$ cat config.mk
export PLATFORM = sky130hd
export DESIGN_NAME = txabr_recorder
export DESIGN_NICKNAME = d
export VERILOG_FILES = /design/src/rtl/txabr_pkg.sv /design/src/rtl/txabr_recorder.sv
export SDC_FILE = /design/constraint.sdc
export NUM_CORES = 1
export LEC_CHECK = 0
export CAP_MARGIN = 40
export CORE_MARGIN = 2
export CORE_UTILIZATION = 60
export DETAILED_ROUTE_END_ITERATION = 10
export DONT_BUFFER_PORTS = 1
export HOLD_SLACK_MARGIN = 0.02
export PLACE_DENSITY = 0.85
export SYNTH_ARGS = -nofsm -noshare
export SYNTH_HDL_FRONTEND = slang
export SYNTH_SLANG_ARGS = --single-unit
$ cat constraint.sdc
create_clock -name clk -period 7.77 [get_ports clk]
set_input_delay 1.554 -clock clk [delete_from_list [all_inputs] [get_ports clk]]
set_output_delay 1.554 -clock clk [all_outputs]
set_load 0.02 [all_outputs]
$ cat src/rtl/txabr_pkg.sv
package txabr_pkg;

  // Register byte offsets
  localparam logic [7:0] TXABR_CTRL_OFS     = 8'h00;
  localparam logic [7:0] TXABR_STATUS_OFS   = 8'h04;
  localparam logic [7:0] TXABR_MASK_OFS     = 8'h08;
  localparam logic [7:0] TXABR_INFO_LO_OFS  = 8'h0C;
  localparam logic [7:0] TXABR_INFO_HI_OFS  = 8'h10;
  localparam logic [7:0] TXABR_IREG_OFS     = 8'h14;
  localparam logic [7:0] TXABR_POST_OFS     = 8'h18;
  localparam logic [7:0] TXABR_XCODE_OFS    = 8'h1C;
  localparam logic [7:0] TXABR_ACNT_OFS     = 8'h20;
  localparam logic [7:0] TXABR_BSEL_OFS     = 8'h24;
  localparam logic [7:0] TXABR_BFROM_OFS    = 8'h28;
  localparam logic [7:0] TXABR_BTO_OFS      = 8'h2C;

  // Control bit positions
  localparam int TXABR_CTRL_EN      = 0;
  localparam int TXABR_CTRL_SAMPLE  = 1;
  localparam int TXABR_CTRL_BTR_EN  = 2;
  localparam int TXABR_CTRL_CSTACK  = 3;
  localparam logic [3:0] TXABR_CTRL_RST = 4'h0;

  // Status and mask bit positions
  localparam int TXABR_ST_REC     = 0;
  localparam int TXABR_ST_ABORT   = 1;
  localparam int TXABR_ST_XABORT  = 2;
  localparam int TXABR_ST_STALE   = 3;
  localparam int TXABR_ST_W       = 4;
  localparam logic [3:0] TXABR_ST_RST = 4'h0;

  // Abort information field layout (64 bits)
  localparam int TXABR_INFO_W       = 64;
  localparam int TXABR_CYC_W        = 32;
  localparam int TXABR_BIT_INSTR    = 34;
  localparam int TXABR_BIT_NONINSTR = 35;
  localparam int TXABR_BIT_CONFLICT = 37;
  localparam int TXABR_BIT_CAP_WR   = 38;
  localparam int TXABR_BIT_CAP_RD   = 39;

  // Accumulator layout handed to the fallback path
  localparam int TXABR_ACC_EXPLICIT = 0;
  localparam int TXABR_ACC_CODE_LSB = 24;
  localparam int TXABR_CODE_W       = 8;

  // Software abort code convention
  localparam logic [7:0] TXABR_CODE_LOCK_BUSY  = 8'hFF;
  localparam logic [7:0] TXABR_CODE_LOCK_TEST  = 8'hFE;
  localparam logic [7:0] TXABR_CODE_NEST_TRY   = 8'hFD;
  localparam logic [7:0] TXABR_CODE_RSVD_HI    = 8'hFC;
  localparam logic [7:0] TXABR_CODE_RSVD_LO    = 8'hF0;

  // Recorder state
  typedef enum logic [1:0] {TXABR_IDLE, TXABR_IN_TX, TXABR_RECORD} txabr_state_t;

endpackage : txabr_pkg

$ cat src/rtl/txabr_recorder.sv
// Contract
// - Abort info low 32 bits hold cycles spent in last region before abort.
// - Instruction-attributable abort sets bit 34 and records that instruction address.
// - Exceptions inside a region count as instruction-attributed aborts.
// - Abort not attributable to the reported address sets bit 35 instead.
// - Data conflict abort sets bit 37 together with bit 35.
// - Write-set overflow sets bit 38, read-set overflow sets bit 39.
// - Explicit abort operand goes to accumulator for fallback and into record.
// - Any interrupt taken inside a region aborts the region.
// - Sampled abort records post-abort pointer and in-region pointer.
// - Non-abort samples inside a region report the same two pointers; here any sample inside a region aborts it.
// - Branch trace recording keeps working across regions and aborts.
// - Call-stack trace mode may be inconsistent after aborts.
//
// Added by the designer: the register offsets and strobed register access.
`timescale 1ns/1ps
`default_nettype none

module txabr_recorder
  import txabr_pkg::*;
#(
  parameter int PTR_W     = 32,
  parameter int BTR_DEPTH = 8
)(
  input  wire logic                     clk,
  input  wire logic                     sys_rst,
  // Core transactional machinery
  input  wire logic                     tx_begin,
  input  wire logic                     tx_commit,
  input  wire logic                     abort_instr,
  input  wire logic                     abort_exception,
  input  wire logic                     abort_conflict,
  input  wire logic                     abort_cap_write,
  input  wire logic                     abort_cap_read,
  input  wire logic                     abort_explicit,
  input  wire logic [TXABR_CODE_W-1:0]  explicit_code,
  input  wire logic                     irq_taken,
  input  wire logic                     sample_event,
  input  wire logic [PTR_W-1:0]         in_region_pointer,
  input  wire logic [PTR_W-1:0]         abort_handler_pointer,
  // Branch trace source
  input  wire logic                     branch_valid,
  input  wire logic                     branch_is_call,
  input  wire logic                     branch_is_ret,
  input  wire logic [PTR_W-1:0]         branch_from,
  input  wire logic [PTR_W-1:0]         branch_to,
  // Fallback path
  output logic                          fallback_go,
  output logic [31:0]                   accumulator_register,
  output logic [PTR_W-1:0]              post_abort_pointer,
  // Precise sample record and open-region flag
  output logic                          record_valid,
  output logic [TXABR_INFO_W-1:0]       record_info,
  output logic [PTR_W-1:0]              record_in_region,
  output logic [PTR_W-1:0]              record_post_abort,
  output logic [31:0]                   record_accum,
  output logic                          in_region,
  // Register port
  input  wire logic [7:0]               reg_addr,
  input  wire logic [31:0]              reg_wdata,
  input  wire logic                     reg_wr,
  input  wire logic                     reg_rd,
  output logic [31:0]                   reg_rdata,
  output logic                          irq
);

  localparam int BIDX_W = (BTR_DEPTH > 1) ? $clog2(BTR_DEPTH) : 1;

  // Builds the accumulator word for the fallback path
  function automatic logic [31:0] acc_word(input logic expl, input logic [TXABR_CODE_W-1:0] code);
    logic [31:0] w;
    w = 32'h0;
    w[TXABR_ACC_EXPLICIT] = expl;
    w[TXABR_ACC_CODE_LSB +: TXABR_CODE_W] = expl ? code : 8'h00;
    return w;
  endfunction : acc_word

  // Registers
  txabr_state_t                   state_q, state_d;
  logic                           in_region_q;
  logic [TXABR_CYC_W-1:0]         cyc_q;
  logic [3:0]                     ctrl_q;
  logic [TXABR_ST_W-1:0]          status_q;
  logic [TXABR_ST_W-1:0]          mask_q;
  logic [31:0]                    acnt_q;
  logic [BIDX_W-1:0]              bwr_q;
  logic [BIDX_W-1:0]              bsel_q;
  logic [7:0]                     cdepth_q;
  logic [PTR_W-1:0]               bfrom_mem [BTR_DEPTH];
  logic [PTR_W-1:0]               bto_mem   [BTR_DEPTH];
  logic                           fallback_go_q;
  logic [31:0]                    acc_q;
  logic [PTR_W-1:0]               post_q;
  logic                           rec_valid_q;
  logic [TXABR_INFO_W-1:0]        rec_info_q;
  logic [PTR_W-1:0]               rec_ireg_q;
  logic [PTR_W-1:0]               rec_post_q;
  logic [31:0]                    rec_acc_q;
  logic [31:0]                    rdata_q;
  logic                           irq_q;

  // Control decode
  wire en_w       = ctrl_q[TXABR_CTRL_EN];
  wire sample_w   = ctrl_q[TXABR_CTRL_SAMPLE];
  wire btr_en_w   = ctrl_q[TXABR_CTRL_BTR_EN];
  wire cstack_w   = ctrl_q[TXABR_CTRL_CSTACK];
  wire in_tx_w    = (state_q == TXABR_IN_TX);

  // Abort sources; any interrupt or sample inside a region aborts it
  wire core_abort = abort_instr | abort_exception | abort_conflict
                  | abort_cap_write | abort_cap_read | abort_explicit;
  wire abort_now  = en_w & in_tx_w & (core_abort | irq_taken | sample_event);
  wire sample_out = en_w & sample_w & sample_event & ~in_tx_w;

  // Cause classification; instruction-attributed wins over the others
  wire instr_attr = abort_instr | abort_exception | abort_explicit;
  wire cause_conf = ~instr_attr & abort_conflict;
  wire cause_cw   = ~instr_attr & abort_cap_write;
  wire cause_cr   = ~instr_attr & abort_cap_read;
  wire non_instr  = ~instr_attr;

  // Whole abort information word, written at once
  logic [TXABR_INFO_W-1:0] info_w;
  always_comb
  begin
    info_w = '0;
    info_w[TXABR_CYC_W-1:0]        = cyc_q;
    info_w[TXABR_BIT_INSTR]        = instr_attr;
    info_w[TXABR_BIT_NONINSTR]     = non_instr;
    info_w[TXABR_BIT_CONFLICT]     = cause_conf;
    info_w[TXABR_BIT_CAP_WR]       = cause_cw;
    info_w[TXABR_BIT_CAP_RD]       = cause_cr;
  end

  wire [31:0] acc_w = acc_word(abort_explicit & instr_attr, explicit_code);

  // Region state machine
  always_comb
  begin
    state_d = state_q;
    case (state_q)
      TXABR_IDLE:
        if (en_w && tx_begin)
          state_d = TXABR_IN_TX;
      TXABR_IN_TX:
        if (abort_now)
          state_d = TXABR_RECORD;
        else if (tx_commit || !en_w)
          state_d = TXABR_IDLE;
      TXABR_RECORD:
        state_d = TXABR_IDLE;
      default:
        state_d = TXABR_IDLE;
    endcase
  end

  // State register, with a registered copy of the open-region flag for the output
  always_ff @(posedge clk)
  begin
    if (sys_rst)
    begin
      state_q     <= TXABR_IDLE;
      in_region_q <= 1'b0;
    end
    else
    begin
      state_q     <= state_d;
      in_region_q <= (state_d == TXABR_IN_TX);
    end
  end

  // Cycle count of the current region, saturating
  always_ff @(posedge clk)
  begin
    if (sys_rst)
      cyc_q <= '0;
    else if (state_q != TXABR_IN_TX)
      cyc_q <= '0;
    else if (cyc_q != {TXABR_CYC_W{1'b1}})
      cyc_q <= cyc_q + 1'b1;
  end

  // Fallback delivery of the accumulator and handler pointer
  always_ff @(posedge clk)
  begin
    if (sys_rst)
    begin
      fallback_go_q <= 1'b0;
      acc_q         <= '0;
      post_q        <= '0;
    end
    else
    begin
      fallback_go_q <= abort_now;
      if (abort_now)
      begin
        acc_q  <= acc_w;
        post_q <= abort_handler_pointer;
      end
    end
  end

  // Sample record capture
  wire rec_take = abort_now & sample_w;
  always_ff @(posedge clk)
  begin
    if (sys_rst)
    begin
      rec_valid_q <= 1'b0;
      rec_info_q  <= '0;
      rec_ireg_q  <= '0;
      rec_post_q  <= '0;
      rec_acc_q   <= '0;
    end
    else
    begin
      rec_valid_q <= rec_take | sample_out;
      if (rec_take)
      begin
        rec_info_q <= info_w;
        rec_ireg_q <= in_region_pointer;
        rec_post_q <= abort_handler_pointer;
        rec_acc_q  <= acc_w;
      end
      else if (sample_out)
      begin
        rec_info_q <= '0;
        rec_ireg_q <= in_region_pointer;
        rec_post_q <= in_region_pointer;
        rec_acc_q  <= '0;
      end
    end
  end

  // Branch trace ring; runs regardless of region state
  wire btr_push = btr_en_w & branch_valid;
  always_ff @(posedge clk)
  begin
    if (sys_rst)
      bwr_q <= '0;
    else if (btr_push)
      bwr_q <= (bwr_q == BIDX_W'(BTR_DEPTH - 1)) ? '0 : bwr_q + 1'b1;
  end

  always_ff @(posedge clk)
  begin
    if (btr_push)
    begin
      bfrom_mem[bwr_q] <= branch_from;
      bto_mem[bwr_q]   <= branch_to;
    end
  end

  // Call depth tracking; the abort does not unwind calls made inside the region, only a later return does
  always_ff @(posedge clk)
  begin
    if (sys_rst)
      cdepth_q <= '0;
    else if (btr_push && cstack_w && branch_is_call && cdepth_q != 8'hFF)
      cdepth_q <= cdepth_q + 1'b1;
    else if (btr_push && cstack_w && branch_is_ret && cdepth_q != 8'h00)
      cdepth_q <= cdepth_q - 1'b1;
  end

  wire stale_ev = abort_now & cstack_w & (cdepth_q != 8'h00);

  // Register decode
  wire wr_ctrl   = reg_wr & (reg_addr == TXABR_CTRL_OFS);
  wire wr_status = reg_wr & (reg_addr == TXABR_STATUS_OFS);
  wire wr_mask   = reg_wr & (reg_addr == TXABR_MASK_OFS);
  wire wr_bsel   = reg_wr & (reg_addr == TXABR_BSEL_OFS);

  // Event bits; a set in the clearing cycle wins
  wire [TXABR_ST_W-1:0] ev_w = {stale_ev, abort_now & abort_explicit, abort_now, rec_take | sample_out};
  wire [TXABR_ST_W-1:0] clr_w = wr_status ? reg_wdata[TXABR_ST_W-1:0] : '0;

  always_ff @(posedge clk)
  begin
    if (sys_rst)
    begin
      ctrl_q   <= TXABR_CTRL_RST;
      status_q <= TXABR_ST_RST;
      mask_q   <= TXABR_ST_RST;
      bsel_q   <= '0;
      irq_q    <= 1'b0;
    end
    else
    begin
      if (wr_ctrl)
        ctrl_q <= reg_wdata[3:0];
      if (wr_mask)
        mask_q <= reg_wdata[TXABR_ST_W-1:0];
      if (wr_bsel)
        bsel_q <= reg_wdata[BIDX_W-1:0];
      status_q <= (status_q & ~clr_w) | ev_w;
      irq_q    <= |(((status_q & ~clr_w) | ev_w) & (wr_mask ? reg_wdata[TXABR_ST_W-1:0] : mask_q));
    end
  end

  // Abort counter
  always_ff @(posedge clk)
  begin
    if (sys_rst)
      acnt_q <= '0;
    else if (abort_now)
      acnt_q <= acnt_q + 1'b1;
  end

  // Read mux
  logic [31:0] rmux_w;
  always_comb
  begin
    rmux_w = 32'h0;
    case (reg_addr)
      TXABR_CTRL_OFS:    rmux_w = {28'h0, ctrl_q};
      TXABR_STATUS_OFS:  rmux_w = {{(32-TXABR_ST_W){1'b0}}, status_q};
      TXABR_MASK_OFS:    rmux_w = {{(32-TXABR_ST_W){1'b0}}, mask_q};
      TXABR_INFO_LO_OFS: rmux_w = rec_info_q[31:0];
      TXABR_INFO_HI_OFS: rmux_w = rec_info_q[63:32];
      TXABR_IREG_OFS:    rmux_w = 32'(rec_ireg_q);
      TXABR_POST_OFS:    rmux_w = 32'(rec_post_q);
      TXABR_XCODE_OFS:   rmux_w = rec_acc_q;
      TXABR_ACNT_OFS:    rmux_w = acnt_q;
      TXABR_BSEL_OFS:    rmux_w = 32'(bsel_q);
      TXABR_BFROM_OFS:   rmux_w = 32'(bfrom_mem[bsel_q]);
      TXABR_BTO_OFS:     rmux_w = 32'(bto_mem[bsel_q]);
      default:           rmux_w = 32'h0;
    endcase
  end

  always_ff @(posedge clk)
  begin
    if (sys_rst)
      rdata_q <= '0;
    else
      rdata_q <= reg_rd ? rmux_w : 32'h0;
  end

  // Outputs straight from flip-flops
  assign fallback_go          = fallback_go_q;
  assign accumulator_register = acc_q;
  assign post_abort_pointer   = post_q;
  assign record_valid         = rec_valid_q;
  assign record_info          = rec_info_q;
  assign record_in_region     = rec_ireg_q;
  assign record_post_abort    = rec_post_q;
  assign record_accum         = rec_acc_q;
  assign in_region            = in_region_q;
  assign reg_rdata            = rdata_q;
  assign irq                  = irq_q;

endmodule : txabr_recorder

`default_nettype wire

# Word-level counts from Yosys, hierarchy flattened
# Memories as Yosys holds them, arrays and structs flattened. A register that Yosys moved wholly into a read port is not among the register bits.
# Index checks and enable logic that the tools add are counted.
# word_totals
reg_bits	279
ramBits	512
out_inout_bits	260
n_memories	2
# op_classes
addsub	5
eq_ne	17
muxes	24
bitwise_logic	34
n_reduce_logical	16
# mem_list
memory	depth	word_bits	read_ports	rd_ports_with_merged_regs	wr	line	rtl
bfrom_mem	8	32	1	1	1	txabr_recorder.sv:89	logic [PTR_W-1:0] bfrom_mem [BTR_DEPTH];
bto_mem	8	32	1	1	1	txabr_recorder.sv:90	logic [PTR_W-1:0] bto_mem [BTR_DEPTH];
# ops
operator	n
one-hot mux 32 bit (12 select lines)	1
2-to-1 mux 32 bit	5
2-to-1 mux 40 bit	2
adder 32 x 1 -> 32 bit (second input constant)	2
== test 8 x 5 -> 1 bit (second input constant)	4
== test 8 x 6 -> 1 bit (second input constant)	4
!= test 32 bit (second input constant)	1
2-to-1 mux 8 bit	3
bitwise AND 1 bit	18
== test 8 x 4 -> 1 bit (second input constant)	2
2-to-1 mux 3 bit	5
OR 1 bit	9
adder 8 x 1 -> 8 bit (second input constant)	1
bitwise AND 4 bit	2
== test 8 x 3 -> 1 bit (second input constant)	1
logical NOT 8 bit	1
2-to-1 mux 4 bit	2
!= test 8 bit (second input constant)	1
nonzero test 8 bit	1
subtractor 8 x 1 -> 8 bit (second input constant)	1
logical AND 1 bit	6
2-to-1 mux 2 bit	3
== test 2 x 1 -> 1 bit (second input constant)	2
inverter 4 bit	1
other kinds (13)	18

# Depth between registers and ports, before layout
# Gate-level depths: netlist (run 1).
# logic_depth
depth_word	13
ltp_mapped	11
depth_no_buf	10

# Worst setup path after synthesis (run 1)
# No wires, ideal clock.
# synth_path
kind	input port to flip-flop
from	input branch_valid
to	memory bfrom_mem[1][0], enable pin
setup_ps	565
t_arrival_ps	6258
required_ps	7205
setup_slack_ps	947
stages	3
cell_sequence	clkbuf_1 -> nand2_1 -> nor3_1
# synth_between
elab_chain_cells	3
# synth_lines
element	line	rtl
from (decl)	txabr_recorder.sv:42	input wire logic branch_valid,
bitwise AND 1 bit	txabr_recorder.sv:236	wire btr_push = btr_en_w & branch_valid;
2-to-1 mux 1 bit	txabr_recorder.sv:247	if (btr_push)
2-to-1 mux 1 bit (not written as such)	txabr_recorder.sv:249	bfrom_mem[bwr_q] <= branch_from;
to (decl)	txabr_recorder.sv:89	
# Every way passes these cells.

# Worst setup path in the final report (run 1)
# layout_path
from	input branch_valid
to	register cdepth_q[7]
# layout_between
elab_chain_cells	5
word_cells_on_any_way	8
cone_classes	1 x mux; 1 x bitwise; 6 x reduce/logical
# layout_lines
element	line	rtl
bitwise AND 1 bit (*)	txabr_recorder.sv:236	
logical AND 1 bit (*)	txabr_recorder.sv:259, txabr_recorder.sv:261	
logical AND 1 bit (on tied branches) (2 in a row)	txabr_recorder.sv:259, txabr_recorder.sv:261	
2-to-1 mux 8 bit or nonzero test 2 bit (tied branches)	n/a	
to (signal assigned)	txabr_recorder.sv:260	cdepth_q <= cdepth_q + 1'b1;
to (signal assigned)	txabr_recorder.sv:262	cdepth_q <= cdepth_q - 1'b1;
to (decl)	txabr_recorder.sv:88	logic [7:0] cdepth_q;
# Mark *: on every way between the ends. The rest lies on a longest branch, timed or not.
# A chain may end at the register's enable or synchronous reset.

==> flow_summary.json, run 1 <==
{
  "netlist_area_mm2": 0.0322,
  "async_reset_ff_share_pct": 0,
  "fmax_mhz": 289,
  "grt_antenna_before_repair": 5,
  "relSlewSlack_pct": 35.7,
  "end_kind": "flop",
  "hold_violations": 0,
  "hold_ws_ns": 0.465,
  "critPathSlowestCell": "a2111oi_0",
  "critical-path-top-delay-family": "compound AO/OA/AOI/OAI gates",
  "critPathMaxStageDelay_ns": 0.49,
  "period_minus_slack_ns": 3.46,
  "skew_ns": 0.0252,
  "num_vias": 20500,
  "die_h_um": 236,
  "cts_resized": 0,
  "worst-setup-path-type": "in -> reg",
  "synth_edf_count": 512,
  "tightest_slew_ns": 0.964,
  "fin_crit_sh_pct": 44.5,
  "finalMaxSlewViolations": 0,
  "die_x_um": 236,
  "yosys_warnings": 0,
  "ir_drop_mv": 0.229,
  "multiInputGateArea_mm2": 0.0103,
  "worstPathCellList": "nand2_1, nor2_1, o21ai_1, ha_1, a21oi_1, o21ai_0, a2111oi_0, o311ai_0, a21o_1, a21oi_1",
  "cts_tree": "yes",
  "gp_congestion": 0.974,
  "synth_top_area_cell": "edfxtp_1",
  "required_ns": 8.31,
  "finalSetupTns_ns": 0,
  "cts-htree-levels": 3,
  "antenna_left": 0,
  "filler_cell_count": 3478,
  "grt_pass1_vias": 19900,
  "hold_class": "reg -> reg",
  "drt_iter0_markers": 2268,
  "ys.flop_type": "edfxtp_1",
  "cts-root-buf": "clkbuf_16",
  "yosysUniqueCellTypes": 73,
  "leakagePower_nw": 11.0,
  "cp-start-kind": "primary input",
  "yosysSeqAreaShare_pct": 65.3,
  "ys_top_cells_by_count": "edfxtp_1 (512), nand2_1 (304), dfxtp_1 (282)",
  "num_rows": 84,
  "cts_hold_buffers": 0,
  "hpwl_um": 58100,
  "drc": 0,
  "cap_violations": 0,
  "initial_utilization_pct": 61.0,
  "cts_sinks": 794,
  "worst_skew_pair.late_latency_ns": 0.63,
  "yosysMostFrequentCell": "edfxtp_1",
  "numCtsBuffers": 81,
  "port_buffers": 0,
  "area_delta_synth_final_pct": 10.1,
  "cp_common_cell": "a21oi_1",
  "nets": 2578,
  "synth_top_area_share_pct": 47.8,
  "ys_ff_latch": 794,
  "grt_max_degree": 221,
  "io_pins": 453,
  "grt.overflow.total": 0,
  "grt.total_usage_pct": 31.8,
  "stdcell_area_mm2": 0.0354,
  "synth_cells": 2395,
  "arrival_ns": 4.00,
  "cts.reportedPaths.clkPinSlew_ns": 0.06,
  "via_per_inst": 6.53,
  "power_density_mw_per_mm2": 237,
  "status": "finished clean",
  "die_area_mm2": 0.0555,
  "drt_first_pass_iters": 7,
  "avgRoutedWirePerCell_um": 28.4,
  "synth_area_leaders": "edfxtp_1 (48%), dfxtp_1 (18%), mux4_2 (9.0%), a21oi_1 (4.1%), nand2_1 (3.5%)",
  "cts_setup_buffers": 0,
  "placed_area_mm2": 0.0328,
  "critPathBufInv": 0,
  "syn_area_per_cell_um2": 13.4,
  "grt_first_pass_wirelength_um": 131000,
  "fp.coreArea_mm2": 0.0528,
  "finalSetupViolCount": 0,
  "layout-drive-gt1-share_pct": 15.9,
  "final_core_util_pct": 67.1,
  "rsz0062_at_grt": "no",
  "cts_buffer_depth": 3,
  "seq_area_mm2": 0.0210,
  "wl_um": 89200,
  "crit_fanout": 11
}
## per-stage QoR
step                power, mW  worst slack [ns]  cells
floorplan                4.67             0.947   2467
global placement         4.63              3.70   2967
detailed placement       4.63              3.73   2979
CTS                      8.42              4.38   3128
global route             8.58              3.96   3136
finish                   8.39              4.31   3137
## worst min-delay path: stages, from the launching register on
cell and delay, ns:
dfxtp_1 0.32, nand2_1 0.06, a21oi_1 0.05
## layer usage
layer  GRT usage [%]  routed length, um
met1            38.7              31700
met2            51.1              42800
met3            8.74               9100
met4            19.0               5650
met5               0                  0
## sequential cells by signal, indices dropped and copies added (netlist names), named ones only
name / cells
bfrom_mem: 256
bto_mem: 256
record_info: 37
acnt_q: 32
cyc_q: 32
post_abort_pointer: 32
record_in_region: 32
record_post_abort: 32
reg_rdata: 32
accumulator_register: 9
record_accum: 9
cdepth_q: 8
ctrl_q: 4
mask_q: 4
status_q: 4
bsel_q: 3
bwr_q: 3
state_q: 2
fallback_go: 1
in_region: 1
irq: 1
record_valid: 1
## worst paths after layout
kind                                   start               to  slack, ns  depth (start not counted)
worst max-delay path            branch_valid      cdepth_q[7]       4.31                         10
worst min-delay path               cyc_q[23]  record_info[23]       0.47                          2
worst max register to register   cdepth_q[0]      cdepth_q[7]       4.68                          9
worst min register to register     cyc_q[23]  record_info[23]       0.47                          2
## cell type report
| cell class | count | share of cell area, % |
|---|---|---|
| diodes | 9 | 0.0636 |
| clock buffers | 117 | 6.48 |
| clock inverters | 32 | 0.898 |
| inverters | 14 | 0.148 |
| multi-input cells | 1440 | 29.2 |
| flip-flops and latches | 794 | 59.4 |
| well taps | 688 | 2.43 |
| repair buffers | 43 | 1.36 |
## cell usage in the layout (no fill, tap or decap), types with 14 or more instances in the layout
master,n
xor2_1,27
xnor2_1,26
mux2_2,62
o21ai_0,31
nand2_1,303
edfxtp_1,512
mux4_2,129
nand4_1,29
buf_4,31
conb_1,73
mux2i_1,30
inv_1,14
clkbuf_16,83
a22oi_1,56
clkinv_2,16
dfxtp_1,279
a21oi_1,263
clkbuf_1,25
nand3_1,99
nor2_1,137
nor3_1,24
## cells by family after synthesis
| kind of cell | count (synthesis) | share of synthesized area (%) |
|---|---|---|
| AND/OR/NAND/NOR | 675 | 9.60 |
| adder cells (fa/ha/maj) | 11 | 0.451 |
| other | 1 | 0.0117 |
| buffers and inverters | 233 | 3.70 |
| XOR/XNOR | 53 | 1.44 |
| multiplexers | 221 | 12.1 |
| AO/OA/AOI/OAI | 407 | 7.32 |
| flip-flops | 794 | 65.3 |
## report_power, final
part | switching (mW) | internal [mW] | leakage (nW) | total [mW]
clock network | 1.64 | 2.20 | 1.29 | 3.85
registers | 0.000369 | 4.48 | 6.87 | 4.48
logic | 0.0485 | 0.0103 | 2.82 | 0.0587
Power figures use the tool's default switching activity.
==> run 2: changes to the inputs <==
CORE_UTILIZATION = 57   (was 60)
PLACE_DENSITY = 0.84   (was 0.85)
clock period = 3.16 ns   (was 7.77 ns; I/O delays follow)
==> run 2 against run 1 <==
Effect of this change:
- utilization decreased by 3.7 points
- sequential cell count stayed put
- via count down 0.18%
- cell count grew 2.0%
- non-clock buffer count is 12 higher
- highest routed layer unchanged
- die area grew 5.2%
- largest power group unchanged
==> flow_summary.json, run 2 (synthesis results as in run 1) <==
{
  "drt_iter0_markers": 1929,
  "gp_congestion": 1.00,
  "worst_skew_pair.late_latency_ns": 0.65,
  "grt_first_pass_wirelength_um": 130000,
  "finalSetupTns_ns": 0,
  "wl_um": 88100,
  "dp_slack_ns": 0.266,
  "num_vias": 20400,
  "cts_resized": 0,
  "area_delta_synth_final_pct": 10.4,
  "fp.coreArea_mm2": 0.0561,
  "grt.total_usage_pct": 29.8,
  "p_int_mw": 16.1,
  "cts_tree": "yes",
  "fin_crit_sh_pct": 84.7,
  "arrival_ns": 3.22,
  "finalMaxSlewViolations": 0,
  "grt.overflow.total": 0,
  "die_h_um": 242,
  "cap_violations": 0,
  "hold_start": "branch_to[24]",
  "final_cell_mix": "edfxtp_1 (512), nand2_1 (303), dfxtp_1 (279)",
  "final_cells": 3199,
  "stdcell_area_mm2": 0.0355,
  "die_area_mm2": 0.0584,
  "initial_utilization_pct": 57.4,
  "num_rows": 87,
  "power_density_mw_per_mm2": 568,
  "grt_pass1_vias": 20000,
  "grt_max_degree": 221,
  "ir_drop_mv": 0.357,
  "status": "finished clean",
  "reg2reg_slack_ns": 0.48,
  "cts-root-buf": "clkbuf_16",
  "hold_class": "in -> reg",
  "switching_share_pct": 20.1,
  "layout-drive-gt1-share_pct": 16.0,
  "avgRoutedWirePerCell_um": 27.5,
  "antenna_left": 0,
  "period_minus_slack_ns": 2.68,
  "combPwrFrac_pct": 0.8,
  "drt_first_pass_iters": 8,
  "multiInputGateArea_mm2": 0.0104,
  "finalSetupViolCount": 0,
  "end_kind": "flop",
  "hold_violations": 0,
  "via_per_inst": 6.39,
  "placed_area_mm2": 0.0331,
  "hpwl_um": 56200,
  "setup_ws_ns": 0.482,
  "cts_buffer_depth": 3,
  "numCtsBuffers": 77,
  "leakagePower_nw": 11.0,
  "worst-setup-path-type": "reg -> reg",
  "tightest_slew_ns": 0.838,
  "rsz0062_at_grt": "no",
  "reg2reg_from": "ctrl_q[0]",
  "grt_antenna_before_repair": 1,
  "seq_area_mm2": 0.0210,
  "cts-htree-levels": 3,
  "post-place-cells": 3059,
  "relSlewSlack_pct": 44.1,
  "filler_cell_count": 3907,
  "crit_start": "ctrl_q[0]",
  "cts.reportedPaths.clkPinSlew_ns": 0.07,
  "power_switching_mw": 4.07,
  "required_ns": 3.70,
  "cts_setup_buffers": 0,
  "crit_fanout": 26,
  "drc": 0,
  "skew_ns": 0.0278,
  "cts_sinks": 794,
  "port_buffers": 0,
  "io_pins": 453,
  "layout_commonest_cell": "edfxtp_1",
  "cp-start-kind": "flop",
  "clockPowerShare_pct": 44.6,
  "die_x_um": 242,
  "nets": 2586,
  "cts_hold_buffers": 0,
  "fmax_mhz": 373,
  "seqPwrFrac_pct": 54.6
}
run 2: changes by cell type in the layout (fill, tap and decap cells not counted), moves of 3 or more:
cell,change
buf_12,+13
buf_16,-3
buf_4,+3
clkbuf_1,-5
clkbuf_16,-4
clkbuf_8,-5
clkinv_1,+6
clkinv_2,-5
diode_2,-8
run 2: worst paths after layout:
kind | to | cells after the start
max | acnt_q[27] | 6
min | bto_mem[2][24] | 0
max reg2reg | acnt_q[27] | 6
min reg2reg | record_info[23] | 2
run 2: routing by layer:
layer  routed length, um  GRT usage (%)  vias up
li1                    -              -     8815
met1               30400           35.0    10200
met2               42900           48.9     1202
met3                9000           8.15      243
met4                5820           18.6        0
met5                   0              0        -
run 2: through the flow:
step	hold slack, ns	power (mW)	utilization (%)
6_report	0.0725	20.2	63.4
5_1_grt	0.0574	20.7	63.4
4_1_cts	0.0589	20.3	63.4
3_5_place_dp	0.475	11.4	59.0
3_3_place_gp	0.467	11.4	58.9
2_1_floorplan	0.445	11.5	-
run 2: layout make-up:
type / instances / area share (%)
clock buffers: 104 / 5.95
inverters: 14 / 0.148
clock inverters: 35 / 0.986
flip-flops and latches: 794 / 59.2
diodes: 1 / 0.00704
multi-input cells: 1440 / 29.2
repair buffers: 55 / 1.88
well taps: 756 / 2.66
run 2: power by group through the flow:
stage / registers (mW) / logic, mW / clock network [mW]
finish: 11.0 / 0.152 / 9.01
global route: 11.0 / 0.157 / 9.51
CTS: 11.0 / 0.148 / 9.10
detailed placement: 11.2 / 0.148 / 0
global placement: 11.2 / 0.146 / 0
floorplan: 11.2 / 0.238 / 0
run 2: worst max-delay path, stage by stage (launching register included):
cell	delay, ns
dfxtp_1	0.45
and3b_1	0.32
o31a_2	0.62
nand3_1	0.46
nor3_1	0.38
a21oi_1	0.13
a31o_2	0.22
